<file path="src/scinc_dummy_guard.sv">
`timescale 1ns/1ps
`default_nettype none
`default_nettype wire

</file>
<file path="src/scinc_pkg.sv">
// Behaviour
// - auto enable feeds calculated increment to subcarrier
// - two hysteresis bits steer increment calculation
// - calculated increment is 26 bits, upper part
// - increment from pixel clock versus reference clock
// - calculated increment readable at 0x21-0x24 only
// - fixed read-only version byte at 0x25
// - six-bit pointer at 0x3F selects register
// - increment nibbles at 0x18 through 0x1F
package scinc_pkg;
  localparam int          ADDR_W          = 6;
  localparam int          DATA_W          = 8;
  localparam int          CIV_W           = 26;
  localparam int          INC_W           = 32;
  localparam int          SUBCARRIER_INCREMENT_LOW_W      = INC_W - CIV_W;
  // register offsets
  localparam logic [5:0]  OFS_INC_FIRST   = 6'h18;
  localparam logic [5:0]  OFS_INC_LAST    = 6'h1F;
  localparam logic [5:0]  OFS_PLL_CTRL    = 6'h20;
  localparam logic [5:0]  OFS_INC_CTRL    = 6'h21;
  localparam logic [5:0]  OFS_CALC_HIGH   = 6'h22;
  localparam logic [5:0]  OFS_CALC_MID    = 6'h23;
  localparam logic [5:0]  OFS_CALC_LOW    = 6'h24;
  localparam logic [5:0]  OFS_VERSION     = 6'h25;
  localparam logic [5:0]  OFS_POINTER     = 6'h3F;
  // field positions in increment_control
  localparam int          BIT_AUTO_EN     = 0;
  localparam int          BIT_HYST_LO     = 1;
  localparam int          BIT_CALC_LO     = 3;
  // field position in pll control
  localparam int          BIT_CAP_SEL     = 4;
  // values after reset
  localparam logic [2:0]  RST_INC_CTRL    = 3'h1;
  localparam logic [5:0]  RST_PLL_CTRL    = 6'h0A;
  localparam logic [31:0] RST_INCREMENT   = 32'h0000_0000;
  localparam logic [25:0] RST_CALC        = 26'h000_0000;
  localparam logic [5:0]  RST_POINTER     = 6'h00;
endpackage

</file>
<file path="src/scinc_regs.sv">
`timescale 1ns/1ps
`default_nettype none
module scinc_regs #(
  parameter int         PIX_WIN_LOG2 = 10,
  parameter int         CALC_SHIFT   = 6,
  parameter logic [7:0] VERSION_ID   = 8'h5A   // arbitrary value
) (
  input  wire logic                          clk_in,
  input  wire logic                          rst_in,
  input  wire logic                          ce_in,
  input  wire logic                          pixel_clk_in,
  input  wire logic                          ref_clk_in,
  input  wire logic                          ptr_load_in,
  input  wire logic [scinc_pkg::ADDR_W-1:0]  ptr_data_in,
  input  wire logic                          reg_wr_in,
  input  wire logic [scinc_pkg::DATA_W-1:0]  reg_wdata_in,
  input  wire logic                          reg_rd_in,
  output logic      [scinc_pkg::DATA_W-1:0]  reg_rdata_out,
  output logic      [scinc_pkg::INC_W-1:0]   subcarrier_increment_out,
  output logic      [scinc_pkg::CIV_W-1:0]   calculated_increment_out,
  output logic                               auto_increment_enable_out,
  output logic                               loop_filter_cap_sel_out
);
  import scinc_pkg::*;

  generate
    if (PIX_WIN_LOG2 < 1 || PIX_WIN_LOG2 > 20 || CALC_SHIFT < 0 || CALC_SHIFT > 16)
    begin : g_bad
      $error("scinc_regs: window or shift out of range");
    end
  endgenerate

  logic [ADDR_W-1:0]       register_pointer;
  logic [ADDR_W-1:0]       next_register_pointer;
  logic [INC_W-1:0]        subcarrier_increment;
  logic [INC_W-1:0]        next_subcarrier_increment;
  logic [5:0]              pll_ctrl;
  logic [5:0]              next_pll_ctrl;
  logic [2:0]              inc_ctrl;
  logic [2:0]              next_inc_ctrl;
  logic [CIV_W-1:0]        calculated_increment;
  logic [CIV_W-1:0]        next_calculated_increment;
  logic [DATA_W-1:0]       rdata;
  logic [DATA_W-1:0]       next_rdata;
  logic [INC_W-1:0]        inc_out;
  logic [INC_W-1:0]        next_inc_out;
  logic                    pix_prev;
  logic                    ref_prev;
  logic [PIX_WIN_LOG2-1:0] pix_cnt;
  logic [PIX_WIN_LOG2-1:0] next_pix_cnt;
  logic [CIV_W-1:0]        ref_cnt;
  logic [CIV_W-1:0]        next_ref_cnt;

  logic                    pix_rise;
  logic                    ref_rise;
  logic                    win_done;
  logic [CIV_W-1:0]        ref_total;
  logic [CIV_W-1:0]        candidate;
  logic [CIV_W-1:0]        diff;
  logic                    beyond_band;
  logic [2:0]              slot;
  logic                    auto_en;
  logic [1:0]              hysteresis;
  logic [3:0]              slot_nibble;

  assign auto_en    = inc_ctrl[BIT_AUTO_EN];
  assign hysteresis = inc_ctrl[BIT_HYST_LO +: 2];

  // edge counting of both sampled clocks; one window is a fixed number of pixel edges
  assign pix_rise  = pixel_clk_in && !pix_prev;
  assign ref_rise  = ref_clk_in && !ref_prev;
  assign win_done  = pix_rise && (pix_cnt == {PIX_WIN_LOG2{1'b1}});
  assign ref_total = ref_cnt + {{(CIV_W-1){1'b0}}, ref_rise};
  // reference edges per pixel window scale as the increment does, no divider needed
  assign candidate = CIV_W'(ref_total << CALC_SHIFT);
  assign diff      = (candidate > calculated_increment) ? candidate - calculated_increment
                                                        : calculated_increment - candidate;
  // hysteresis band: a new value must differ by more than the setting to be taken
  assign beyond_band = diff > CIV_W'(hysteresis);
  assign slot        = 3'(register_pointer - OFS_INC_FIRST);
  // nibble the pointer selects, used only by the checks below
  assign slot_nibble = subcarrier_increment[(7 - slot) * 4 +: 4];

  // register writes, reads, measurement and output selection
  always_comb
  begin
    next_register_pointer     = register_pointer;
    next_subcarrier_increment = subcarrier_increment;
    next_pll_ctrl             = pll_ctrl;
    next_inc_ctrl             = inc_ctrl;
    next_calculated_increment = calculated_increment;
    next_rdata                = rdata;
    next_pix_cnt              = pix_cnt;
    next_ref_cnt              = ref_total;
    if (pix_rise)
    begin
      next_pix_cnt = pix_cnt + 1'b1;
    end
    // re-measured after every window, not only on request; taken only when beyond the hysteresis band
    if (win_done)
    begin
      next_ref_cnt = '0;
      if (beyond_band)
      begin
        next_calculated_increment = candidate;
      end
    end
    // serial address phase loads the pointer; it takes priority over a data write
    if (ptr_load_in)
    begin
      next_register_pointer = ptr_data_in;
    end
    else if (reg_wr_in)
    begin
      if (register_pointer >= OFS_INC_FIRST && register_pointer <= OFS_INC_LAST)
      begin
        next_subcarrier_increment[(7 - slot) * 4 +: 4] = reg_wdata_in[3:0];
      end
      else if (register_pointer == OFS_PLL_CTRL)
      begin
        next_pll_ctrl = reg_wdata_in[5:0];
      end
      else if (register_pointer == OFS_INC_CTRL)
      begin
        next_inc_ctrl = reg_wdata_in[2:0];  // calculated bits here stay read-only
      end
      else if (register_pointer == OFS_POINTER)
      begin
        next_register_pointer = reg_wdata_in[ADDR_W-1:0];
      end
    end
    // read data: unmapped and reserved bits give zero
    if (reg_rd_in)
    begin
      next_rdata = 8'h00;
      if (register_pointer >= OFS_INC_FIRST && register_pointer <= OFS_INC_LAST)
      begin
        next_rdata[3:0] = subcarrier_increment[(7 - slot) * 4 +: 4];
      end
      else
      begin
        case (register_pointer)
          OFS_PLL_CTRL:  next_rdata[5:0] = pll_ctrl;
          OFS_INC_CTRL:  next_rdata[4:0] = {calculated_increment[25:24], inc_ctrl};
          OFS_CALC_HIGH: next_rdata = calculated_increment[23:16];
          OFS_CALC_MID:  next_rdata = calculated_increment[15:8];
          OFS_CALC_LOW:  next_rdata = calculated_increment[7:0];
          OFS_VERSION:   next_rdata = VERSION_ID;
          OFS_POINTER:   next_rdata[5:0] = register_pointer;
          default:       next_rdata = 8'h00;
        endcase
      end
    end
    // auto mode replaces the upper part only; low bits stay as programmed
    if (auto_en)
    begin
      next_inc_out = {calculated_increment, subcarrier_increment[SUBCARRIER_INCREMENT_LOW_W-1:0]};
    end
    else
    begin
      next_inc_out = subcarrier_increment;
    end
  end

  // pointer resets to zero so control state is defined, though software must not rely on it
  always_ff @(posedge clk_in)
  begin
    if (rst_in)
    begin
      register_pointer     <= RST_POINTER;
      subcarrier_increment <= RST_INCREMENT;
      pll_ctrl             <= RST_PLL_CTRL;
      inc_ctrl             <= RST_INC_CTRL;
      calculated_increment <= RST_CALC;
      rdata                <= 8'h00;
      inc_out              <= RST_INCREMENT;
      pix_prev             <= 1'b0;
      ref_prev             <= 1'b0;
      pix_cnt              <= '0;
      ref_cnt              <= '0;
    end
    else if (ce_in)
    begin
      register_pointer     <= next_register_pointer;
      subcarrier_increment <= next_subcarrier_increment;
      pll_ctrl             <= next_pll_ctrl;
      inc_ctrl             <= next_inc_ctrl;
      calculated_increment <= next_calculated_increment;
      rdata                <= next_rdata;
      inc_out              <= next_inc_out;
      pix_prev             <= pixel_clk_in;
      ref_prev             <= ref_clk_in;
      pix_cnt              <= next_pix_cnt;
      ref_cnt              <= next_ref_cnt;
    end
  end

  assign reg_rdata_out             = rdata;
  assign subcarrier_increment_out  = inc_out;
  assign calculated_increment_out  = calculated_increment;
  assign auto_increment_enable_out = auto_en;
  assign loop_filter_cap_sel_out   = pll_ctrl[BIT_CAP_SEL];

  // checks on the outputs against their causes
  a_ptr_load: assert property (@(posedge clk_in) disable iff (rst_in)
    ce_in && ptr_load_in |=> register_pointer == $past(ptr_data_in))
    else $error("pointer not loaded");
  a_version_read: assert property (@(posedge clk_in) disable iff (rst_in)
    ce_in && reg_rd_in && register_pointer == OFS_VERSION |=> reg_rdata_out == VERSION_ID)
    else $error("version byte wrong");
  a_calc_ro_read: assert property (@(posedge clk_in) disable iff (rst_in)
    ce_in && reg_rd_in && register_pointer == OFS_INC_CTRL
    |=> reg_rdata_out[4:3] == $past(calculated_increment[25:24]))
    else $error("calculated top bits misread");
  a_auto_upper: assert property (@(posedge clk_in) disable iff (rst_in)
    ce_in && auto_en |=> subcarrier_increment_out[31:6] == $past(calculated_increment))
    else $error("auto increment not applied");
  a_manual_inc: assert property (@(posedge clk_in) disable iff (rst_in)
    ce_in && !auto_en |=> subcarrier_increment_out == $past(subcarrier_increment))
    else $error("programmed increment not applied");
  a_calc_window: assert property (@(posedge clk_in) disable iff (rst_in)
    ce_in && !win_done |=> $stable(calculated_increment))
    else $error("calculated value moved outside a window end");
  a_hyst_band: assert property (@(posedge clk_in) disable iff (rst_in)
    ce_in && win_done && diff <= CIV_W'(hysteresis) |=> $stable(calculated_increment))
    else $error("change inside hysteresis band taken");
  a_clock_freeze: assert property (@(posedge clk_in) disable iff (rst_in)
    !ce_in |=> $stable(register_pointer) && $stable(pix_cnt) && $stable(reg_rdata_out))
    else $error("state moved while frozen");
  a_calc_update: assert property (@(posedge clk_in) disable iff (rst_in)
    ce_in && win_done && beyond_band |=> calculated_increment_out == $past(candidate))
    else $error("new measurement not taken");

  // data writes land in the register the pointer selects
  a_wr_nibble: assert property (@(posedge clk_in) disable iff (rst_in)
    ce_in && !ptr_load_in && reg_wr_in && register_pointer >= OFS_INC_FIRST
    && register_pointer <= OFS_INC_LAST |=> slot_nibble == $past(reg_wdata_in[3:0]))
    else $error("increment nibble not written");
  a_wr_pll: assert property (@(posedge clk_in) disable iff (rst_in)
    ce_in && !ptr_load_in && reg_wr_in && register_pointer == OFS_PLL_CTRL
    |=> pll_ctrl == $past(reg_wdata_in[5:0]))
    else $error("pll control not written");
  a_wr_inc_ctrl: assert property (@(posedge clk_in) disable iff (rst_in)
    ce_in && !ptr_load_in && reg_wr_in && register_pointer == OFS_INC_CTRL
    |=> inc_ctrl == $past(reg_wdata_in[2:0]))
    else $error("increment control not written");
  a_wr_pointer: assert property (@(posedge clk_in) disable iff (rst_in)
    ce_in && !ptr_load_in && reg_wr_in && register_pointer == OFS_POINTER
    |=> register_pointer == $past(reg_wdata_in[ADDR_W-1:0]))
    else $error("pointer not written");
  // read-only places must not disturb writable state
  a_ro_no_write: assert property (@(posedge clk_in) disable iff (rst_in)
    ce_in && reg_wr_in && register_pointer >= OFS_CALC_HIGH && register_pointer <= OFS_VERSION
    |=> $stable(subcarrier_increment) && $stable(pll_ctrl) && $stable(inc_ctrl))
    else $error("read-only write changed state");

  // read data of each mapped place except pll control and version, one cycle after the strobe
  a_calc_high_rd: assert property (@(posedge clk_in) disable iff (rst_in)
    ce_in && reg_rd_in && register_pointer == OFS_CALC_HIGH
    |=> reg_rdata_out == $past(calculated_increment[23:16]))
    else $error("calculated high byte misread");
  a_calc_mid_rd: assert property (@(posedge clk_in) disable iff (rst_in)
    ce_in && reg_rd_in && register_pointer == OFS_CALC_MID
    |=> reg_rdata_out == $past(calculated_increment[15:8]))
    else $error("calculated mid byte misread");
  a_calc_low_rd: assert property (@(posedge clk_in) disable iff (rst_in)
    ce_in && reg_rd_in && register_pointer == OFS_CALC_LOW
    |=> reg_rdata_out == $past(calculated_increment[7:0]))
    else $error("calculated low byte misread");
  a_ptr_read: assert property (@(posedge clk_in) disable iff (rst_in)
    ce_in && reg_rd_in && register_pointer == OFS_POINTER
    |=> reg_rdata_out == {2'b00, $past(register_pointer)})
    else $error("pointer misread");
  a_nibble_read: assert property (@(posedge clk_in) disable iff (rst_in)
    ce_in && reg_rd_in && register_pointer >= OFS_INC_FIRST && register_pointer <= OFS_INC_LAST
    |=> reg_rdata_out == {4'h0, $past(slot_nibble)})
    else $error("increment nibble misread");
  a_ctrl_read: assert property (@(posedge clk_in) disable iff (rst_in)
    ce_in && reg_rd_in && register_pointer == OFS_INC_CTRL
    |=> reg_rdata_out[2:0] == $past(inc_ctrl) && reg_rdata_out[7:5] == 3'h0)
    else $error("increment control misread");
  // unmapped places read as zero so a host scan sees nothing stray
  a_unmapped_rd: assert property (@(posedge clk_in) disable iff (rst_in)
    ce_in && reg_rd_in && (register_pointer < OFS_INC_FIRST
    || (register_pointer > OFS_VERSION && register_pointer != OFS_POINTER))
    |=> reg_rdata_out == 8'h00)
    else $error("unmapped read not zero");
  a_rdata_hold: assert property (@(posedge clk_in) disable iff (rst_in)
    ce_in && !reg_rd_in |=> $stable(reg_rdata_out))
    else $error("read data moved without a read");

  // measurement counters: one window is a fixed count of pixel rises
  a_pix_count: assert property (@(posedge clk_in) disable iff (rst_in)
    ce_in && pix_rise |=> pix_cnt == $past(pix_cnt) + 1'b1)
    else $error("pixel rise not counted");
  a_pix_hold: assert property (@(posedge clk_in) disable iff (rst_in)
    ce_in && !pix_rise |=> $stable(pix_cnt))
    else $error("pixel count moved without a rise");
  a_ref_clear: assert property (@(posedge clk_in) disable iff (rst_in)
    ce_in && win_done |=> ref_cnt == '0)
    else $error("reference count not cleared");
  a_ref_count: assert property (@(posedge clk_in) disable iff (rst_in)
    ce_in && !win_done |=> ref_cnt == $past(ref_total))
    else $error("reference rise not counted");
  // programmed low bits survive in auto mode
  a_auto_low: assert property (@(posedge clk_in) disable iff (rst_in)
    ce_in && auto_en |=> subcarrier_increment_out[5:0] == $past(subcarrier_increment[5:0]))
    else $error("programmed low bits lost");
endmodule
`default_nettype wire

</file>
<file path="config.mk">
export PLATFORM = sky130hd
export DESIGN_NAME = scinc_regs
export DESIGN_NICKNAME = d
export VERILOG_FILES = /design/src/scinc_dummy_guard.sv /design/src/scinc_pkg.sv /design/src/scinc_regs.sv
export SDC_FILE = /design/constraint.sdc
export NUM_CORES = 1
export LEC_CHECK = 0
export BUFFER_PORTS_ARGS = -buffer_cell sky130_fd_sc_hd__buf_2
export CORE_AREA = 2 2 143 145
export DETAILED_ROUTE_END_ITERATION = 10
export DIE_AREA = 0 0 145 147
export PLACE_DENSITY = 0.64
export SETUP_SLACK_MARGIN = 0.2
export SYNTH_ARGS = -nofsm -noshare
export SYNTH_HDL_FRONTEND = slang
export SYNTH_SLANG_ARGS = --single-unit
</file>
<file path="constraint.sdc">
create_clock -name clk_in -period 6.3 [get_ports clk_in]
set_input_delay 1.26 -clock clk_in [delete_from_list [all_inputs] [get_ports clk_in]]
set_output_delay 1.26 -clock clk_in [all_outputs]
set_load 0.005 [all_outputs]
</file>
Word-level counts from Yosys, hierarchy flattened
Cells that the tools add are included.
Storage, ports and cells
  register bits: 145
  input port bits: 22
  output and inout bits: 68
  word-level logic and storage cells: 69
Cells by class
  add/sub/neg operators: 7
  magnitude comparators: 4
  equal/unequal tests: 11
  shift operators: 3
  multiplexer cells: 15
  bitwise gates (word level): 3
  reduce and logical (&&, ||, !) cells: 15
Operators by type and width (number)
  $mux W26: 2
  $sub A26 B26 Y26: 2
  $eq A6 B6 Y1 const B: 7
  $mux W6: 6
  $neg A32 Y34: 1
  $shift A4 B34 Y32 const A: 1
  $shiftx A4 B34 Y32: 1
  $shiftx A32 B33 Y4: 1
  $bwmux W32: 1
  $mux W32: 1
  $pmux W5 S6: 1
  $add A26 B1 Y26: 1
  $gt A26 B2 Y1: 1
  $gt A26 B26 Y1: 1
  $reduce_and A6 Y1: 2
  $add A10 B1 Y10 const B: 1
  $eq A10 B10 Y1 const B: 1
  $mux W4: 2
  $pmux W2 S4: 1
  $ge A6 B5 Y1 const B: 1
  $le A6 B5 Y1 const B: 1
  $ne A2 B2 Y1 const B: 3
  $reduce_and A5 Y1: 1
  $logic_and A1 B1 Y1: 4
  other kinds (9): 14

Longest topological paths before layout
Gate-level depths: netlist (run 1).
  word-level depth: 7
  gate-level depth with buffers: 26
  mapped depth without buffers: 21

Worst setup path after synthesis (run 1)
Ideal clock, no wire load.
  path type: input -> register
  start: in ref_clk_in
  end: reg calculated_increment[11], in the netlist calculated_increment_out[11]
  library setup time: 0.121 ns
  data arrival time: 5.872 ns
  data required time: 6.179 ns
  path slack: 0.307 ns
  cell stages on the path: 26
  path buffers: 5
  cell sequence: nor2b_1 -> ha_1 -> ha_1 -> nand3_1 -> nor2_1 -> and3_1 -> and3_1 -> clkbuf_1 -> and3_1 -> nand3_1 -> xnor2_1 -> ha_1 -> clkbuf_1 -> nand2_1 -> o21a_1 -> o21ai_0 -> o211a_1 -> buf_6 -> buf_2 -> a2111oi_0 -> o21ai_0 -> nand2_1 -> xor2_1 -> a41oi_1 -> buf_6 -> mux2_4
On the way
  word-level cells in the longest chain between the ends: 6
  elaborated cells between the ends (all ways): 8
  those cells by class: 3 x add/sub; 2 x order compare; 1 x mux; 2 x reduce/logical
Ends and longest elaborated chain
  start: declaration: RTL line scinc_regs.sv:12  | input wire logic ref_clk_in,
  $logic_and A1 B1 Y1 *: RTL line scinc_regs.sv:71  | assign ref_rise = ref_clk_in && !ref_prev;
  $add A26 B1 Y26 *: RTL line scinc_regs.sv:73  | assign ref_total = ref_cnt + {{(CIV_W-1){1'b0}}, ref_rise};
  net ref_total[18]: RTL line scinc_regs.sv:57  | logic [CIV_W-1:0] ref_total;
  $sub A26 B26 Y26, or another cell as far along: RTL line scinc_regs.sv:77  | : calculated_increment - candidate;
  $mux W26 *: RTL line scinc_regs.sv:76  | assign diff = (candidate > calculated_increment) ? candidate - calculated_increment
  $gt A26 B2 Y1 *: RTL line scinc_regs.sv:79  | assign beyond_band = diff > CIV_W'(hysteresis);
  $reduce_and A3 Y1 (no line) *
  end signal: assignment: RTL line scinc_regs.sv:188  | calculated_increment <= next_calculated_increment;
  end: declaration: RTL line scinc_regs.sv:41  | logic [CIV_W-1:0] calculated_increment;
Mark *: on every way through the listed nets, which the timed path passes. The rest lies on a longest branch.
A chain may end at the register's enable or synchronous reset.

Final worst setup path (run 1)
  start: in ref_clk_in
  end: reg calculated_increment[15], in the netlist calculated_increment_out[15]
Same word-level chain as after synthesis.

==> results.cfg, run 1 <==
[clock_tree]
clock_latency_ns = 0.42
holdBufCountCts = 0
cts_tree = built
cts_root_buffer = clkbuf_16
clockBufferDepth = 2
clkSinkCount = 139
cts_buffers = 17
htreeDepth = 4
clk_pin_slew_ns = 0.06

[place]
post-place-ws_ns = -0.121
gp_congestion = 0.875
place_area_um2 = 9860
io_buffers = 81
dp_hpwl_mm = 19.0

[synthesis]
yosys_warnings = 0
synth_enable_flop_cells = 0
syn_area_um2 = 8810
synthCells = 1079
syn_avg_cell_area_um2 = 8.16
ys_ff_latch = 139
async_flop_share = 0
ys.flop_type = dfxtp_1
synthDistinctLibCells = 69
ys_seq_area_frac = 0.316

[finish]
drive_above_1_share = 0.189
fin_nets = 1263
syn_to_final_growth_pct = 18.8
final_area_um2 = 10500
layout_commonest_cell = dfxtp_1
layout_common_cells = 139 x dfxtp_1, 137 x nor2_1, 90 x nand2_1, 81 x buf_4, 80 x buf_2
diodes = 0
final_util = 0.527

[setup_path]
end_kind = flip-flop
path_class = primary input to flip-flop
worstPathBufferInverterCount = 4
cp_num_cells = 25
cp_max_fo = 11
ff2ff_path_depth = 24
worst_path_most_repeated_cell = and3_1
critPathRequiredTime_ns = 6.60
crit_family = compound AO/OA/AOI/OAI gates
cp_slowest_stage_delay_ns = 0.33
arrival_ns = 6.12
cpMaxStageDelayCell = xnor2_2
start_kind = primary input
r2r_slack_ns = 1.10

[power]
p_leak_nw = 4.68
power_density_nw_per_um2 = 197
max-vdd-ir-drop_mv = 0.178

[sta]
hold_viol_final = 0
slew_violations = 0
clock_skew_ns = 0.0117
max-slew-margin-rel = 0.349
worst_slack_ns = 0.484
fin_crit_ns = 5.82
clock.fmax_mhz = 172
finalCritPeriodShare = 0.923
worst_pin_slew_ns = 0.973
rsz0062_at_grt = no
setup_viol = 0

[die]
start_util = 0.444
die_x_um = 145
pin_count = 90
fp-row-count = 52
fp.dieArea_um2 = 21300
die_h_um = 147
design.core.area_um2 = 19800

[global_routing]
grt_pass1_vias = 7596
grt_first_pass_wirelength_mm = 40.5
antenna_found_initial = 0
grt_overflow = 0
grtUsageTotal = 0.237
grt_max_degree = 85

[route]
totalWireLength_mm = 25.2
drtIter0Drc = 626
wl_met1_mm = 12.2
top_layer = met4
met2WireLength_mm = 10.8
first_pass_iters = 6
dr_wl_met3_mm = 1.59
wl_per_cell_um = 17.1
vias = 8063
route.detailed.drc = 0
antenna_left = 0
via_per_inst = 5.48

[worst_hold_path]
holdPathStages = 2
hold_class = flip-flop to flip-flop

[run]
maxCapViolations = 0

[outcome]
status = complete, no violations
## cells by family after synthesis
| logic type | Yosys count | share of synthesized area |
|---|---|---|
| adder cells (fa/ha/maj) | 50 | 0.0727 |
| buffers and inverters | 122 | 0.0580 |
| flip-flops | 139 | 0.316 |
| AO/OA/AOI/OAI | 228 | 0.172 |
| AND/OR/NAND/NOR | 406 | 0.220 |
| multiplexers | 87 | 0.115 |
| other | 1 | 0.000426 |
| XOR/XNOR | 46 | 0.0457 |
## worst min-delay path, delay by kind of cell (launching register included)
kind / cells / cell delay [ns]
AOI/OAI and AO/OA: 1 / 0.05
and+or+nand+nor: 1 / 0.06
DFF: 1 / 0.30
## per-stage QoR
stage                     instances  total power [mW]  hold WS [ns]  TNS, ns
final                          1472              2.06         0.460        0
after detailed placement       1440              1.14         0.451    -1.71
after floorplan                1084              1.08         0.435        0
after global routing           1472              2.14         0.475        0
after CTS                      1470              2.07         0.465        0
after global placement         1440              1.14         0.446   -0.569
## synth_stat cells (6+ instances only)
| cell | n | area share |
|---|---|---|
| mux2i_1 | 67 | 0.076 |
| a211oi_1 | 31 | 0.026 |
| xor2_1 | 15 | 0.015 |
| a221oi_1 | 6 | 0.0060 |
| and2_1 | 10 | 0.0071 |
| a31oi_1 | 6 | 0.0043 |
| buf_2 | 9 | 0.0051 |
| nand2_1 | 90 | 0.038 |
| nand2b_1 | 36 | 0.026 |
| xnor2_1 | 31 | 0.031 |
| a21oi_1 | 77 | 0.044 |
| nand3b_1 | 14 | 0.012 |
| o21a_1 | 9 | 0.0077 |
| nand4_1 | 12 | 0.0085 |
| nor2_1 | 138 | 0.059 |
| dfxtp_1 | 139 | 0.32 |
| buf_4 | 7 | 0.0060 |
| a22oi_1 | 18 | 0.015 |
| inv_1 | 48 | 0.020 |
| o211ai_1 | 9 | 0.0077 |
| or3_1 | 8 | 0.0057 |
| and3_1 | 23 | 0.016 |
| nand3_1 | 34 | 0.019 |
| nor2b_1 | 8 | 0.0057 |
| nor3_1 | 19 | 0.011 |
| a21o_1 | 8 | 0.0068 |
| mux4_2 | 8 | 0.020 |
| clkbuf_1 | 52 | 0.022 |
| ha_1 | 48 | 0.068 |
| o21ai_0 | 29 | 0.016 |
| mux2_4 | 7 | 0.012 |
## layer usage
metal	vias up	track usage
met5	-	0
met4	0	0.0782
met3	32	0.0447
met2	229	0.359
met1	3792	0.341
li1	4010	-
## sequential cells by signal, summed over array words and instances, names as in the netlist
signal,flops
inc_ctrl,3
ref_cnt,20
pll_ctrl,6
ref_prev,1
pix_prev,1
calculated_increment_out,20
pix_cnt,10
subcarrier_increment_out,32
reg_rdata_out,8
register_pointer,6
subcarrier_increment,32
## layout make-up
class	instances	area, um2
multi-input cells	823	5590
inverters	48	180
clock inverters	13	119
well taps	270	338
flip-flops and latches	139	2780
fillers	1891	9380
clock buffers	17	425
repair buffers	162	1030
## final timing paths
path	startpoint	endpoint
worst max register to register	ref_prev$_SDFFE_PP0P_	calculated_increment_out[15]$_SDFFE_PP0P_
worst max-delay path	ref_clk_in	calculated_increment_out[15]$_SDFFE_PP0P_
worst min register to register	subcarrier_increment_out[8]$_SDFFE_PP0P_	subcarrier_increment_out[8]$_SDFFE_PP0P_
worst min-delay path	subcarrier_increment_out[8]$_SDFFE_PP0P_	subcarrier_increment_out[8]$_SDFFE_PP0P_
## power by group
part	total, mW	switching [mW]	internal, mW
Combinational	0.220	0.127	0.0931
Clock	0.934	0.393	0.541
Sequential	0.907	0.0143	0.893
Total	2.06	0.534	1.53
## repair_timing
| item | in CTS | in global routing |
|---|---|---|
| buffers inserted | 0 | 2 |
| resized for setup | 0 | 10 |
| endpoints found under the setup margin | 0 | 20 |
(Power assumes the default switching activity.)
==> run 2: changes to the inputs <==
--- a/config.mk
+++ b/config.mk
@@ -9,7 +9,7 @@
 export CORE_AREA = 2 2 143 145
 export DETAILED_ROUTE_END_ITERATION = 10
 export DIE_AREA = 0 0 145 147
-export PLACE_DENSITY = 0.64
+export PLACE_DENSITY = 0.61
 export SETUP_SLACK_MARGIN = 0.2
 export SYNTH_ARGS = -nofsm -noshare
 export SYNTH_HDL_FRONTEND = slang
==> constraint.sdc (replaced) <==
create_clock -name clk_in -period 5.4 [get_ports clk_in]
set_input_delay 1.08 -clock clk_in [delete_from_list [all_inputs] [get_ports clk_in]]
set_output_delay 1.08 -clock clk_in [all_outputs]
set_load 0.005 [all_outputs]
==> run 2 against run 1 <==
Against the previous run:
- final cell count is 3.7% higher
- total power grew 23%
- count of clock-buffer cells in the layout rose by 1
- worst hold slack improved by 0.00062 ns
- first-iteration DRC count grew 15%
- sequential share of layout area decreased by 1.9 points
- via count increased by 3.2%
- critical path type unchanged
- largest cell class unchanged
==> results.cfg, run 2 (same netlist as run 1, synthesis figures left out) <==
[finish]
drive_above_1_share = 0.255
layout_common_cells = 139 x dfxtp_1, 135 x nor2_1, 124 x buf_4, 88 x nand2_1, 79 x buf_2
fin_nets = 1316
final_util = 0.567
diodes = 0
stdcell_count = 1527
syn_to_final_growth_pct = 27.7
layout_commonest_cell = dfxtp_1
fillers = 1831

[sta]
clock_skew_ns = 0.0155
setup_viol = 0
clock.fmax_mhz = 192
worst_slack_ns = 0.197
rsz0062_at_grt = yes
finalCritPeriodShare = 0.964
fin_crit_ns = 5.20
hold_viol_final = 0
slew_violations = 0
worst_pin_slew_ns = 1.01
max-slew-margin-rel = 0.321
setup-tns-final_ns = 0

[power]
power_density_nw_per_um2 = 225
p_leak_nw = 5.02
intPower_mw = 1.83
seqPwrFrac = 0.418
combPwrFrac = 0.120
max-vdd-ir-drop_mv = 0.196
total_power_mw = 2.53
netSwitchingPower_mw = 0.701
clkPwrFrac = 0.461
swShare = 0.277

[setup_path]
arrival_ns = 5.52
cp-endpoint = calculated_increment_out[15]$_SDFFE_PP0P_
ff2ff_path_depth = 22
r2r_slack_ns = 0.61
cp_max_fo = 5
critPathRequiredTime_ns = 5.71
r2r-end = calculated_increment_out[15]$_SDFFE_PP0P_
cp-startpoint = ref_clk_in
r2r-start = ref_prev$_SDFFE_PP0P_
start_kind = primary input
path_class = primary input to flip-flop
end_kind = flip-flop

[global_routing]
grtUsageMet1 = 0.374
grtUsageMet3 = 0.0435
grt_max_degree = 92
met2_usage = 0.382
grt_pass1_vias = 7878
grt-busiest-layer = met2
grt_overflow = 0
grtUsageTotal = 0.253
antenna_found_initial = 0
grt_first_pass_wirelength_mm = 42.7

[die]
start_util = 0.444
die_h_um = 147
pin_count = 90
design.core.area_um2 = 19800
fp.dieArea_um2 = 21300
die_x_um = 145
fp-row-count = 52

[route]
via_per_inst = 5.45
drtIter0Drc = 718
vias = 8324
route.detailed.drc = 0
totalWireLength_mm = 27.1
wl_per_cell_um = 17.8
antenna_left = 0
first_pass_iters = 5

[worst_hold_path]
hold_class = flip-flop to flip-flop

[clock_tree]
clockBufferDepth = 2
cts_root_buffer = clkbuf_16
cts_tree = built
holdBufCountCts = 0
htreeDepth = 4
clk_pin_slew_ns = 0.06
clkSinkCount = 139
clock_latency_ns = 0.43
cts_buffers = 17

[place]
post-place-ws_ns = -0.423
place_inst = 1488
io_buffers = 81
dp_hpwl_mm = 20.0
gp_congestion = 0.900

[outcome]
status = complete, no violations

[run]
maxCapViolations = 0
run 2: worst max-delay path, stage by stage:
cell and delay, ns:
buf_6 0.07, nor2b_4 0.16, ha_4 0.14, and3_4 0.19
nand3_4 0.08, nor2_4 0.13, and3_4 0.19, and2_4 0.16
and3_4 0.19, nand4_1 0.16, xnor2_2 0.32, ha_4 0.27
a21oi_2 0.14, o21a_1 0.17, a21bo_4 0.26, o211a_4 0.18
mux2_1 0.36, a31oi_4 0.17, xnor2_2 0.16, nor4_2 0.07
a41oi_2 0.34, buf_6 0.21, mux2_4 0.31
run 2: final cells by class:
class                      count  area (um2)  share of cell area
clock buffer                  18         429              0.0382
clock inverter                14         149              0.0132
inverter                      48         180              0.0160
multi-input combinational    824        5900               0.525
sequential                   139        2780               0.247
tap                          270         338              0.0300
timing repair buffer         214        1460               0.130
run 2: timing repair:
item,in CTS,in global routing
gates resized for setup,7,44
gates cloned,0,2
pin swaps,3,22
setup buffers,0,5
setup endpoints to repair,18,20
run 2: power groups by stage:
stage | combinational [mW] | sequential, mW | clock, mW
floorplan | 0.189 | 1.07 | 0
global placement | 0.264 | 1.08 | 0
detailed placement | 0.267 | 1.08 | 0
CTS | 0.273 | 1.06 | 1.18
global route | 0.334 | 1.06 | 1.23
finish | 0.305 | 1.06 | 1.17
run 2: metrics by stage:
step           area, um2  hold WS, ns
3_3_place_gp       10300        0.447
2_1_floorplan       8990        0.435
4_1_cts            11000        0.466
5_1_grt            11200        0.485
3_5_place_dp       10300        0.453
6_report           11200        0.461
run 2: metal layers:
metal  vias to the layer above  part of all wire
met5                         -                 0
met4                         0             0.015
met3                        25             0.051
met2                       246              0.44
met1                      3944              0.50
li1                       4109                 -
run 2: worst min path at each step:
| stage | startpoint | to | slack [ns] | depth (start not counted) |
|---|---|---|---|---|
| after floorplan | pll_ctrl[1]$_SDFFE_PP1P_ | pll_ctrl[1]$_SDFFE_PP1P_ | 0.44 | 1 |
| after global placement | reg_rdata_out[1]$_SDFFE_PP0P_ | reg_rdata_out[1]$_SDFFE_PP0P_ | 0.45 | 2 |
| after detailed placement | subcarrier_increment_out[10]$_SDFFE_PP0P_ | subcarrier_increment_out[10]$_SDFFE_PP0P_ | 0.45 | 2 |
| after CTS | subcarrier_increment_out[8]$_SDFFE_PP0P_ | subcarrier_increment_out[8]$_SDFFE_PP0P_ | 0.47 | 2 |
| after global routing | subcarrier_increment_out[10]$_SDFFE_PP0P_ | subcarrier_increment_out[10]$_SDFFE_PP0P_ | 0.48 | 2 |
| final | subcarrier_increment_out[9]$_SDFFE_PP0P_ | subcarrier_increment_out[9]$_SDFFE_PP0P_ | 0.46 | 2 |
